## config.mk

```make
export PLATFORM = sky130hd
export DESIGN_NAME = cctc_top
export DESIGN_NICKNAME = d
export VERILOG_FILES = /design/src/design/cctc_pkg.sv /design/src/design/cctc_top.sv
export SDC_FILE = /design/constraint.sdc
export NUM_CORES = 1
export LEC_CHECK = 0
export BUFFER_PORTS_ARGS = -buffer_cell sky130_fd_sc_hd__buf_2
export CAP_MARGIN = 20
export CELL_PAD_IN_SITES_DETAIL_PLACEMENT = 1
export CELL_PAD_IN_SITES_GLOBAL_PLACEMENT = 1
export CORE_ASPECT_RATIO = 1.2
export CORE_MARGIN = 2
export CORE_UTILIZATION = 40
export DETAILED_ROUTE_END_ITERATION = 10
export GPL_TIMING_DRIVEN = 1
export PLACE_DENSITY_LB_ADDON = 0.1
export REMOVE_ABC_BUFFERS = 1
export SLEW_MARGIN = 20
export SYNTH_ARGS = -nofsm -noshare
export SYNTH_HDL_FRONTEND = slang
export SYNTH_SLANG_ARGS = --single-unit
```

## constraint.sdc

```tcl
create_clock -name sys_clk -period 3.2 [get_ports sys_clk]
set_input_delay 0.64 -clock sys_clk [delete_from_list [all_inputs] [get_ports sys_clk]]
set_output_delay 0.64 -clock sys_clk [all_outputs]
set_load 0.1 [all_outputs]
```

## src/design/cctc_pkg.sv

```systemverilog
// cctc_pkg: constants and carrier types of the cycle timing block
// assumes one system clock; oscillator ticks arrive as sampled levels
package cctc_pkg;
   // ----------------------------------------
   // register map (word aligned byte offsets)
   // ----------------------------------------
   localparam logic [7:0] CCTC_OFF_CFG = 8'h00;
   localparam logic [7:0] CCTC_OFF_PRE = 8'h04;
   localparam logic [7:0] CCTC_OFF_FULL = 8'h08;
   localparam logic [7:0] CCTC_OFF_DIS = 8'h0C;
   localparam logic [7:0] CCTC_OFF_GAIN = 8'h10;
   localparam logic [7:0] CCTC_OFF_CTRL = 8'h14;
   localparam logic [7:0] CCTC_OFF_STAT = 8'h18;
   localparam logic [7:0] CCTC_OFF_RAW = 8'h1C;
   localparam logic [7:0] CCTC_OFF_COMP = 8'h20;
   localparam logic [7:0] CCTC_OFF_COR = 8'h24;
   // ----------------------------------------
   // cfg and ctrl field positions
   // ----------------------------------------
   localparam int CCTC_CFG_FAST = 0;
   localparam int CCTC_CFG_BYP = 1;
   localparam int CCTC_CFG_FLOAT = 2;
   localparam int CCTC_CFG_DIFF = 3;
   localparam int CCTC_CFG_CINT = 4;
   localparam int CCTC_CFG_CEXT = 5;
   localparam int CCTC_CFG_DCFREE = 6;
   localparam int CCTC_CTRL_START = 0;
   localparam int CCTC_CTRL_CMP = 1;
   // ----------------------------------------
   // reset values and counts
   // ----------------------------------------
   localparam logic [9:0] CCTC_CODE_SKIP = 10'h3FF;
   localparam logic [6:0] CCTC_CFG_RST = 7'h10;
   localparam logic [9:0] CCTC_PRE_RST = 10'h000;
   localparam logic [9:0] CCTC_FULL_RST = 10'h000;
   localparam logic [9:0] CCTC_DIS_RST = 10'h00F;
   localparam logic [15:0] CCTC_GAIN_RST = 16'h0000;
   localparam logic [1:0] CCTC_DIV4_LAST = 2'h3;
   localparam logic [15:0] CCTC_TDC_MAX = 16'hFFFF;

   typedef enum logic [5:0]
   {
      CCTC_IDLE = 6'b000001,
      CCTC_PRE = 6'b000010,
      CCTC_FULL = 6'b000100,
      CCTC_DIS = 6'b001000,
      CCTC_GND = 6'b010000,
      CCTC_NEXT = 6'b100000
   } cctc_state_type;

   // port drive carried as one group
   typedef struct packed
   {
      logic sw_a;
      logic sw_b;
      logic res_pre;
      logic drive_0;
      logic drive_1;
      logic dis_0;
      logic dis_1;
   } cctc_drive_type;
endpackage

```

## src/design/cctc_top.sv

```systemverilog
// cctc_top: cycle timing and compensation control of a cap converter
// assumes AHB-Lite single master; oscillator ticks and comparator
// arrive asynchronous and are synchronised here
//
// Operation
// - every cycle runs pre-charge, full charge (each skipped at code 1023), then timed discharge.
// - no comparator trigger during discharge stops the cycle, no full charge.
// - internal compensation keeps both port switches open.
// - external compensation only acts in floating mode.
// - floating capacitor measured as port 0, port 1, then both.
// - dc-free drive alters port control for differential floating sensors.
// - internal delay is subtracted from each raw measurement.
// - fast select 0 and bypass 0 use the slow oscillator period.
// - fast select 1 uses four fast periods, or one with bypass set.
// - all phases but the first of a cycle last whole cycle time base periods.
// - pre-charge 1023 skips; else code+1, code+2 if fast and full 1023.
// - full charge 1023 skips; else code+1 slow, code+2 fast.
// - discharge gives code+1 slow periods and code periods fast.
`timescale 1ns/1ps
module cctc_top
   import cctc_pkg::*;
#(
   parameter int CODE_W = 10
)
(
   input wire logic sys_clk,
   input wire logic rstn,
   input wire logic hsel,
   input wire logic [31:0] haddr,
   input wire logic [1:0] htrans,
   input wire logic hwrite,
   input wire logic [2:0] hsize,
   input wire logic [31:0] hwdata,
   input wire logic hready,
   output logic [31:0] hrdata,
   output logic hreadyout,
   output logic hresp,
   input wire logic slow_oscillator,
   input wire logic fast_oscillator,
   input wire logic comparator,
   output cctc_drive_type port_drive,
   output logic tdc_run,
   output logic cycle_busy
);
   // ----------------------------------------
   // synchronisers and tick detect
   // ----------------------------------------
   logic [1:0] slow_s_reg, fast_s_reg, cmp_s_reg;
   logic slow_d_reg, fast_d_reg;
   logic [1:0] slow_s_next, fast_s_next, cmp_s_next;
   always_comb
   begin
      slow_s_next = {slow_s_reg[0], slow_oscillator};
      fast_s_next = {fast_s_reg[0], fast_oscillator};
      cmp_s_next = {cmp_s_reg[0], comparator};
   end
   always_ff @(posedge sys_clk)
   begin
      if (!rstn)
      begin
         slow_s_reg <= 2'h0;
         fast_s_reg <= 2'h0;
         cmp_s_reg <= 2'h0;
         slow_d_reg <= 1'b0;
         fast_d_reg <= 1'b0;
      end
      else
      begin
         slow_s_reg <= slow_s_next;
         fast_s_reg <= fast_s_next;
         cmp_s_reg <= cmp_s_next;
         slow_d_reg <= slow_s_reg[1];
         fast_d_reg <= fast_s_reg[1];
      end
   end
   wire slow_tick = slow_s_reg[1] & ~slow_d_reg;
   wire fast_tick = fast_s_reg[1] & ~fast_d_reg;
   wire cmp_hit = cmp_s_reg[1];

   // ----------------------------------------
   // registers
   // ----------------------------------------
   logic [6:0] cfg_reg, cfg_next;
   logic [CODE_W-1:0] pre_reg, pre_next, full_reg, full_next;
   logic [CODE_W-1:0] dis_reg, dis_next;
   logic [15:0] gain_reg, gain_next;
   logic start_reg, start_next;
   logic err_reg, err_next, done_reg, done_next;
   logic [15:0] raw_reg, raw_next, comp_reg, comp_next;
   logic [15:0] cor_reg, cor_next;
   logic wr_pend_reg, wr_pend_next;
   logic [7:0] addr_reg, addr_next;
   logic [31:0] rdata_reg, rdata_next;

   wire fast_sel = cfg_reg[CCTC_CFG_FAST];
   wire floating = cfg_reg[CCTC_CFG_FLOAT];
   wire ext_on = cfg_reg[CCTC_CFG_CEXT] & floating;
   wire dc_free = cfg_reg[CCTC_CFG_DCFREE] & floating
      & cfg_reg[CCTC_CFG_DIFF];

   // ----------------------------------------
   // cycle time base divider
   // ----------------------------------------
   logic [1:0] div_reg, div_next;
   logic base_tick;
   always_comb
   begin
      div_next = div_reg;
      base_tick = 1'b0;
      if (!fast_sel)
         base_tick = slow_tick;
      else if (cfg_reg[CCTC_CFG_BYP])
         base_tick = fast_tick;
      else if (fast_tick)
      begin
         div_next = div_reg + 2'h1;
         base_tick = (div_reg == CCTC_DIV4_LAST);
      end
   end
   always_ff @(posedge sys_clk)
   begin
      if (!rstn)
         div_reg <= 2'h0;
      else
         div_reg <= div_next;
   end

   // phase lengths in base periods, minus one for the down-counter
   function automatic logic [CODE_W:0] pre_len(input logic [CODE_W-1:0] c);
      pre_len = {1'b0, c};
      if (fast_sel && full_reg == CCTC_CODE_SKIP)
         pre_len = {1'b0, c} + 11'h1;
   endfunction
   function automatic logic [CODE_W:0] full_len(input logic [CODE_W-1:0] c);
      full_len = fast_sel ? {1'b0, c} + 11'h1 : {1'b0, c};
   endfunction

   // ----------------------------------------
   // cycle sequencer
   // ----------------------------------------
   cctc_state_type state_reg, state_next;
   logic [CODE_W:0] cnt_reg, cnt_next;
   logic [1:0] meas_reg, meas_next; // 0 p0, 1 p1, 2 both, 3 internal
   logic [15:0] tdc_reg, tdc_next;
   logic trig_reg, trig_next;
   cctc_drive_type drv;

   always_comb
   begin
      state_next = state_reg;
      cnt_next = cnt_reg;
      meas_next = meas_reg;
      tdc_next = tdc_reg;
      trig_next = trig_reg;
      err_next = err_reg;
      done_next = done_reg;
      raw_next = raw_reg;
      comp_next = comp_reg;
      case (state_reg)
         CCTC_IDLE:
         begin
            if (start_reg)
            begin
               meas_next = ext_on ? 2'h0 : 2'h3;
               done_next = 1'b0;
               err_next = 1'b0;
               state_next = CCTC_NEXT;
            end
         end
         CCTC_NEXT:
         begin
            trig_next = 1'b0;
            tdc_next = 16'h0000;
            if (pre_reg != CCTC_CODE_SKIP)
            begin
               cnt_next = pre_len(pre_reg);
               state_next = CCTC_PRE;
            end
            else if (full_reg != CCTC_CODE_SKIP)
            begin
               cnt_next = full_len(full_reg);
               state_next = CCTC_FULL;
            end
            else
            begin
               cnt_next = fast_sel ? {1'b0, dis_reg} - 11'h1
                  : {1'b0, dis_reg};
               state_next = (fast_sel && dis_reg == 10'h000)
                  ? CCTC_GND : CCTC_DIS;
            end
         end
         CCTC_PRE, CCTC_FULL:
         begin
            if (base_tick)
            begin
               if (cnt_reg != 11'h000)
                  cnt_next = cnt_reg - 11'h1;
               else if (state_reg == CCTC_PRE
                  && full_reg != CCTC_CODE_SKIP)
               begin
                  cnt_next = full_len(full_reg);
                  state_next = CCTC_FULL;
               end
               else
               begin
                  cnt_next = fast_sel ? {1'b0, dis_reg} - 11'h1
                     : {1'b0, dis_reg};
                  state_next = (fast_sel && dis_reg == 10'h000)
                     ? CCTC_GND : CCTC_DIS;
               end
            end
         end
         CCTC_DIS:
         begin
            if (!trig_reg && !cmp_hit && tdc_reg != CCTC_TDC_MAX)
               tdc_next = tdc_reg + 16'h1;
            if (cmp_hit)
               trig_next = 1'b1;
            if (base_tick)
            begin
               if (cnt_reg != 11'h000)
                  cnt_next = cnt_reg - 11'h1;
               else
                  state_next = CCTC_GND;
            end
         end
         CCTC_GND:
         begin
            if (!trig_reg)
            begin
               err_next = 1'b1;
               done_next = 1'b1;
               state_next = CCTC_IDLE;
            end
            else
            begin
               if (meas_reg == 2'h3)
                  comp_next = tdc_reg;
               else
                  raw_next = tdc_reg;
               // without internal compensation the floating set ends
               // after both electrodes have been measured
               if (meas_reg == 2'h3
                  || (meas_reg == 2'h2 && !cfg_reg[CCTC_CFG_CINT]))
               begin
                  done_next = 1'b1;
                  state_next = CCTC_IDLE;
               end
               else
               begin
                  meas_next = (meas_reg == 2'h2) ? 2'h3
                     : meas_reg + 2'h1;
                  state_next = CCTC_NEXT;
               end
            end
         end
         default:
            state_next = CCTC_IDLE;
      endcase
   end

   // port drive decode
   always_comb
   begin
      drv = '0;
      if (meas_reg != 2'h3)
      begin
         drv.sw_a = meas_reg != 2'h1;
         drv.sw_b = meas_reg != 2'h0 || !ext_on;
      end
      drv.res_pre = state_reg == CCTC_PRE;
      if (state_reg == CCTC_PRE || state_reg == CCTC_FULL)
      begin
         drv.drive_0 = drv.sw_a;
         drv.drive_1 = drv.sw_b & ~dc_free;
      end
      if (state_reg == CCTC_DIS || state_reg == CCTC_GND)
      begin
         drv.dis_0 = drv.sw_a;
         drv.dis_1 = drv.sw_b & ~dc_free;
      end
   end

   always_ff @(posedge sys_clk)
   begin
      if (!rstn)
      begin
         state_reg <= CCTC_IDLE;
         cnt_reg <= 11'h000;
         meas_reg <= 2'h3;
         tdc_reg <= 16'h0000;
         trig_reg <= 1'b0;
         err_reg <= 1'b0;
         done_reg <= 1'b0;
         raw_reg <= 16'h0000;
         comp_reg <= 16'h0000;
         port_drive <= '0;
         tdc_run <= 1'b0;
         cycle_busy <= 1'b0;
      end
      else
      begin
         state_reg <= state_next;
         cnt_reg <= cnt_next;
         meas_reg <= meas_next;
         tdc_reg <= tdc_next;
         trig_reg <= trig_next;
         err_reg <= err_next;
         done_reg <= done_next;
         raw_reg <= raw_next;
         comp_reg <= comp_next;
         port_drive <= drv;
         tdc_run <= state_next == CCTC_DIS;
         cycle_busy <= state_next != CCTC_IDLE;
      end
   end

   // compensated result, saturating at zero
   always_comb
   begin
      cor_next = cor_reg;
      if (!cfg_reg[CCTC_CFG_CINT])
         cor_next = raw_reg;
      else if (raw_reg > comp_reg)
         cor_next = raw_reg - comp_reg;
      else
         cor_next = 16'h0000;
   end

   // ----------------------------------------
   // AHB-Lite slave, zero wait states
   // ----------------------------------------
   wire take = hsel & hready & htrans[1];
   always_comb
   begin
      wr_pend_next = take & hwrite;
      addr_next = take ? haddr[7:0] : addr_reg;
      cfg_next = cfg_reg;
      pre_next = pre_reg;
      full_next = full_reg;
      dis_next = dis_reg;
      gain_next = gain_reg;
      start_next = 1'b0;
      if (wr_pend_reg)
      begin
         case (addr_reg)
            CCTC_OFF_CFG: cfg_next = hwdata[6:0];
            CCTC_OFF_PRE: pre_next = hwdata[CODE_W-1:0];
            CCTC_OFF_FULL: full_next = hwdata[CODE_W-1:0];
            CCTC_OFF_DIS: dis_next = hwdata[CODE_W-1:0];
            CCTC_OFF_GAIN: gain_next = hwdata[15:0];
            CCTC_OFF_CTRL: start_next = hwdata[CCTC_CTRL_START];
            default: ;
         endcase
      end
      rdata_next = 32'h0000_0000;
      if (take && !hwrite)
      begin
         case (haddr[7:0])
            CCTC_OFF_CFG: rdata_next = {25'h0, cfg_reg};
            CCTC_OFF_PRE: rdata_next = {22'h0, pre_reg};
            CCTC_OFF_FULL: rdata_next = {22'h0, full_reg};
            CCTC_OFF_DIS: rdata_next = {22'h0, dis_reg};
            CCTC_OFF_GAIN: rdata_next = {16'h0, gain_reg};
            CCTC_OFF_STAT: rdata_next = {29'h0, err_reg, done_reg,
               state_reg != CCTC_IDLE};
            CCTC_OFF_RAW: rdata_next = {16'h0, raw_reg};
            CCTC_OFF_COMP: rdata_next = {16'h0, comp_reg};
            CCTC_OFF_COR: rdata_next = {16'h0, cor_reg};
            default: rdata_next = 32'h0000_0000;
         endcase
      end
   end
   always_ff @(posedge sys_clk)
   begin
      if (!rstn)
      begin
         wr_pend_reg <= 1'b0;
         addr_reg <= 8'h00;
         cfg_reg <= CCTC_CFG_RST;
         pre_reg <= CCTC_PRE_RST;
         full_reg <= CCTC_FULL_RST;
         dis_reg <= CCTC_DIS_RST;
         gain_reg <= CCTC_GAIN_RST;
         start_reg <= 1'b0;
         cor_reg <= 16'h0000;
         hrdata <= 32'h0000_0000;
         hreadyout <= 1'b1;
         hresp <= 1'b0;
      end
      else
      begin
         wr_pend_reg <= wr_pend_next;
         addr_reg <= addr_next;
         cfg_reg <= cfg_next;
         pre_reg <= pre_next;
         full_reg <= full_next;
         dis_reg <= dis_next;
         gain_reg <= gain_next;
         start_reg <= start_next;
         cor_reg <= cor_next;
         hrdata <= rdata_next;
         hreadyout <= 1'b1;
         hresp <= 1'b0;
      end
   end
endmodule

```

# Word-level counts from Yosys, hierarchy flattened
# Index checks and enable logic that the tools add are counted.
[classes]
bitwise = 14
n_mux = 46
reduce_logical = 43
n_eq_ne = 41
order_cmp = 1
add_sub_neg = 8
[ops]
columns = ["operator", "count"]
rows = [
  ["$pmux 16 s9", 1],
  ["$mux 11", 10],
  ["$mux 16", 3],
  ["$mux 6", 7],
  ["$eq 8x5->1 const B", 5],
  ["$pmux 11 s3", 1],
  ["$eq 8x4->1 const B", 4],
  ["$pmux 16 s2", 1],
  ["$pmux 6 s5", 1],
  ["$add 10x1->11 const B", 2],
  ["$mux 5", 4],
  ["$ne 10x10->1 const B", 2],
  ["$ne 2x2->1 const B", 10],
  ["$reduce_and 2->1", 10],
  ["$reduce_and 3->1", 6],
  ["$add 16x1->16 const B", 1],
  ["$eq 8x3->1 const B", 2],
  ["$eq 8x6->1 const B", 2],
  ["$gt 16x16->1", 1],
  ["$logic_not 8->1", 2],
  ["$ne 16x16->1 const B", 1],
  ["$sub 16x16->16", 1],
  ["$eq 6x4->1 const B", 2],
  ["$mux 2", 6],
  ["27 further kinds", 68],
]
[totals]
in_bits = 77
regBits = 200
out_inout_bits = 43
word_cells = 187

# Longest topological paths before layout
[logic_depth]
ltp_word = 8
ltp_mapped = 11
mapped_depth_nobuf = 10

# Worst setup path after synthesis
# OpenSTA, ideal clock, no wires.
[synth_path]
path_type = "register to register"
from = "register raw_reg[0]"
to = "register cor_reg[10]"
path_slack_ns = 0.680
path_stages_with_launch = 12
period_less_slack_ns = 2.520
arrival_ns = 2.393
t_required_ns = 3.072
path_cell_list = "dfxtp_1 inv_1 ha_1 inv_1 fa_1 a21o_1 a221o_1 a221oi_1 o21ai_1 clkbuf_1 a32oi_1 nor2_1"
[synth_between]
elab_chain_cells = 3
elab_cells_between_ends = 4
cone_classes = "1 x add/sub; 1 x order compare; 2 x mux"
[synth_rtl]
columns = ["element", "line", "source"]
rows = [
  ["start, declared", "cctc_top.sv:89", "logic [15:0] raw_reg, raw_next, comp_reg, comp_next;"],
  ["start signal, assigned", "cctc_top.sv:310", "raw_reg <= raw_next;"],
  ["$sub 16x16->16 or $gt 16x16->1 (tied branches)", "cctc_top.sv:325, cctc_top.sv:324", ""],
  ["$mux 16 *", "cctc_top.sv:324", "else if (raw_reg > comp_reg)"],
  ["$mux 16 *", "cctc_top.sv:322", "if (!cfg_reg[CCTC_CFG_CINT])"],
  ["end signal, assigned", "cctc_top.sv:401", "cor_reg <= cor_next;"],
  ["end, declared", "cctc_top.sv:90", "logic [15:0] cor_reg, cor_next;"],
]
# Mark *: on every way between the ends. The rest lies on a longest branch, timed or not.
# A chain may end at the register's enable or synchronous reset.

# Final worst setup path
[layout_path]
from = "register raw_reg[0]"
to = "register cor_reg[9]"
# The elaborated chain is that of the path after synthesis.

==> metrics.md <==
| Metric | Value |
|---|---|
| XOR/XNOR Fraction of Synth Area | 0.05121 |
| Final Wtd Congestion | about 0.87 |
| GRT overflow | 0 |
| DRC | 0 |
| Reg power frac | 0.477 |
| Rows | 62 |
| Initial core utilization | 0.4067 |
| Die W | about 150 µm |
| CTS buffer count | 17 |
| Crit path max-delay cell type | a221oi_1 |
| Initial antenna violation count | 0 |
| Root Buffer | clkbuf_16 |
| Synth area leaders | dfxtp_1 (38%), mux2i_1 (10%), nor2_1 (6.3%) |
| Library cells used by synthesis | between 70 and 80 |
| Peak fanout along the critical path | 9 |
| First-pass GRT wire length | a little under 50 mm |
| Most common cell after layout, fill and taps aside | dfxtp_1 |
| Setup Buffers After CTS | 0 |
| Layout cells sized above 1 | 0.1245 |
| Req. time, crit path | 3500 ps |
| Worst EP arrival | around 3000 ps |
| P_leak | around 4.3 nW |
| Min-delay worst type | in -> reg |
| Vias in the first global route | about 9000 |
| Worst setup SP type | flip-flop |
| Synth Warn # | 0 |
| Status | complete, no violations |
| Clock skew | ~10 ps |
| DPL Wire Length | 23.33 mm |
| CTS sink count | between 150 and 200 |
| Post-synthesis adder-cell area fraction | 0.03670 |
| Die Y | between 150 and 200 µm |
| Internal power | between 0.003 and 0.004 W |
| Pin count of the biggest net entering global routing | between 100 and 150 |
| Setup TNS | 0 ps |
| Area leader, netlist | dfxtp_1 |
| Post-route cell area | between 10000 and 15000 µm² |
| Fin worst setup slack | ~450 ps |
| Nets | 1282 |
| Vias per cell | between 5 and 6 |
| Most frequent cells in the layout | dfxtp_1 (184), nor2_1 (163), mux2i_1 (97), nand2_1 (71), buf_2 (57) |
| Tightest Pin Transition | around 940 ps |
| Synth top area share | 0.3778 |
| Routed len/inst | 20.65 µm |
| RSZ-0062 raised after global routing | no |
| Final critical-path required period | between 2000 and 3000 ps |
| Ys flop type | dfxtp_1 |
| Slowest cell delay on critical path | around 430 ps |
| Worst-path clk slew | ~70 ps |
| Mux contribution to synthesized area | 0.1046 |
| Crit-path most repeated cell | inv_1 |
| DRT antenna net count | 0 |
| CTS tree | done |
| CP bufs+invs | 3 |
| Post-DP Area | 10350 µm² |
| VDD IR-drop max | about 0.00030 V |
| Maximum clock path buffer count | 2 |
| DRT Wirelength | ~31 mm |
| P per Cell Area | around 440 nW/µm² |
| Worst skew pair latency | 440 ps |
| Logic pwr share | 0.045 |
| Switching share of total power | 0.2334 |
| Gr usage total | 0.2463 |
| Number of synthesized register bits | 184 |
| Final worst path period share | 0.8600 |
| Port Buf Inserts | 57 |
| CP cell instances | inv_1 > ha_1 > inv_1 > fa_1 > a21o_1 > a221o_1 > a221oi_1 > o21ai_1 > buf_4 > or3b_2 > a21oi_1 |
| Core ar. | 23970 µm² |
| Compound-cell area share of the yosys netlist | 0.1681 |
| Vias | around 8500 |
| Fmax achieved | approximately 360 MHz |
| Fin util | 0.4584 |
| Asr flop ratio synth | 0 |
| H-tree depth | 4 |
| N_diodes | 0 |
| Largest family of logic cells by synthesized area | simple AND/OR/NAND/NOR gates |
| Critical Path Sink Type | flip-flop |
| Post-synth EDFFs | 0 |
| Register area share after synthesis | 0.3778 |
| I/O pins | 120 |
| # hold bufs at CTS | 0 |
| Avg Inst Size Synth | roughly 8.6 µm² |
| Post-CTS Resized | 0 |
| Tot Pwr | around 0.0048 W |
| Setup Viol. Count Final | 0 |
| Synthesized area | between 9000 and 10000 µm² |
| Post-place setup slack | between 400 and 500 ps |
| Final max-slew violation count | 0 |
| Drt pass-1 iters | 5 |
| Worst path top cell family by delay | compound AO/OA/AOI/OAI gates |
| Post-synthesis cell count | 1134 |
| # Max-Cap Violations | 0 |
| Total die area | approximately 26000 µm² |
| CP Class | reg -> reg |
| Final Hold Viols | 0 |
| Sw Pwr | 0.001129 W |
| Synth Area in Simple Gates | 0.2028 |
| Slew headroom | 0.3698 |
| DR iter-0 viols | approximately 430 |
| Clock power share | 0.479 |
| Area Overhead vs Synth | 12.70% |
[power by group through the flow]
stage	logic (W)	clock network (W)	registers, W
final	0.000216	0.00232	0.00231
after global routing	0.000229	0.00247	0.00230
after CTS	0.000217	0.00237	0.00230
after detailed placement	0.000216	0	0.00236
after global placement	0.000215	0	0.00236
after floorplan	0.000139	0	0.00236
[final cells by class]
| cell class | instances | area (µm²) |
|---|---|---|
| Multi-Input combinational cell | 845 | 5570 |
| Sequential cell | 184 | 3684 |
| Inverter | 38 | 143.9 |
| Tap cell | 320 | 400.4 |
| Fill cell | 2869 | 12980 |
| Clock inverter | 10 | 166.4 |
| Clock buffer | 21 | 470.5 |
| Timing Repair Buffer | 91 | 553.0 |
[final timing paths]
path,startpoint,endpoint,slack (ps),cells past startpoint
max,raw_reg[0]$_SDFFE_PN0P_,cor_reg[9]$_SDFF_PN0_,450,11
min,fast_oscillator,fast_s_reg[0]$_SDFF_PN0_,400,2
max reg2reg,raw_reg[0]$_SDFFE_PN0P_,cor_reg[9]$_SDFF_PN0_,450,11
min reg2reg,cmp_s_reg[0]$_SDFF_PN0_,cmp_s_reg[1]$_SDFF_PN0_,430,1
[logic make-up (layout without fill, tap and decap cells)]
kind of cell,Yosys count,after routing
and+or+nand+nor,405,405
AOI/OAI and AO/OA,237,237
DFF,184,184
buffers and inverters,121,160
muxes,100,100
xor gates and xnor gates,57,57
adders and majority gates,28,28
other,2,18
[worst register-to-register path, delay by kind of cell, from the launching register on]
family	cells	cell delay (ps)
compound gates	5	1220
fa+ha+maj	2	540
flops	1	340
buf+inv	3	310
simple gates	1	200
[through the flow]
stage | cells | hold WS (ps)
after global routing | 1509 | 390.4
after detailed placement | 1478 | 422.7
after floorplan | 1067 | 411.8
after global placement | 1478 | 414.2
final | 1509 | 404.8
after CTS | 1509 | 386.9
[cells in the mapped netlist (7+ instances only)]
master,count
nand2b_1,10
a222oi_1,9
and2_1,12
nor2_1,163
a31oi_1,18
dfxtp_1,184
mux2i_1,97
nand2_1,71
and3_1,14
ha_1,27
a22oi_1,30
o22ai_1,10
a211oi_1,7
nand3_1,34
xor2_1,32
a21oi_1,54
nand4_1,11
xnor2_1,25
a32oi_1,11
nor4_1,12
o211ai_1,15
inv_1,37
nor3_1,25
o21ai_0,30
nand3b_1,10
a21o_1,7
buf_4,19
clkbuf_1,44
buf_2,13
[metal layers]
metal	vias to the layer above	routed length, µm	GRT usage
met5	-	0	0
met4	0	1196	0.1125
met3	56	896	0.03838
met2	151	15400	0.4300
met1	4162	13670	0.2984
li1	4125	-	-
Power figures use the tool's default switching activity.
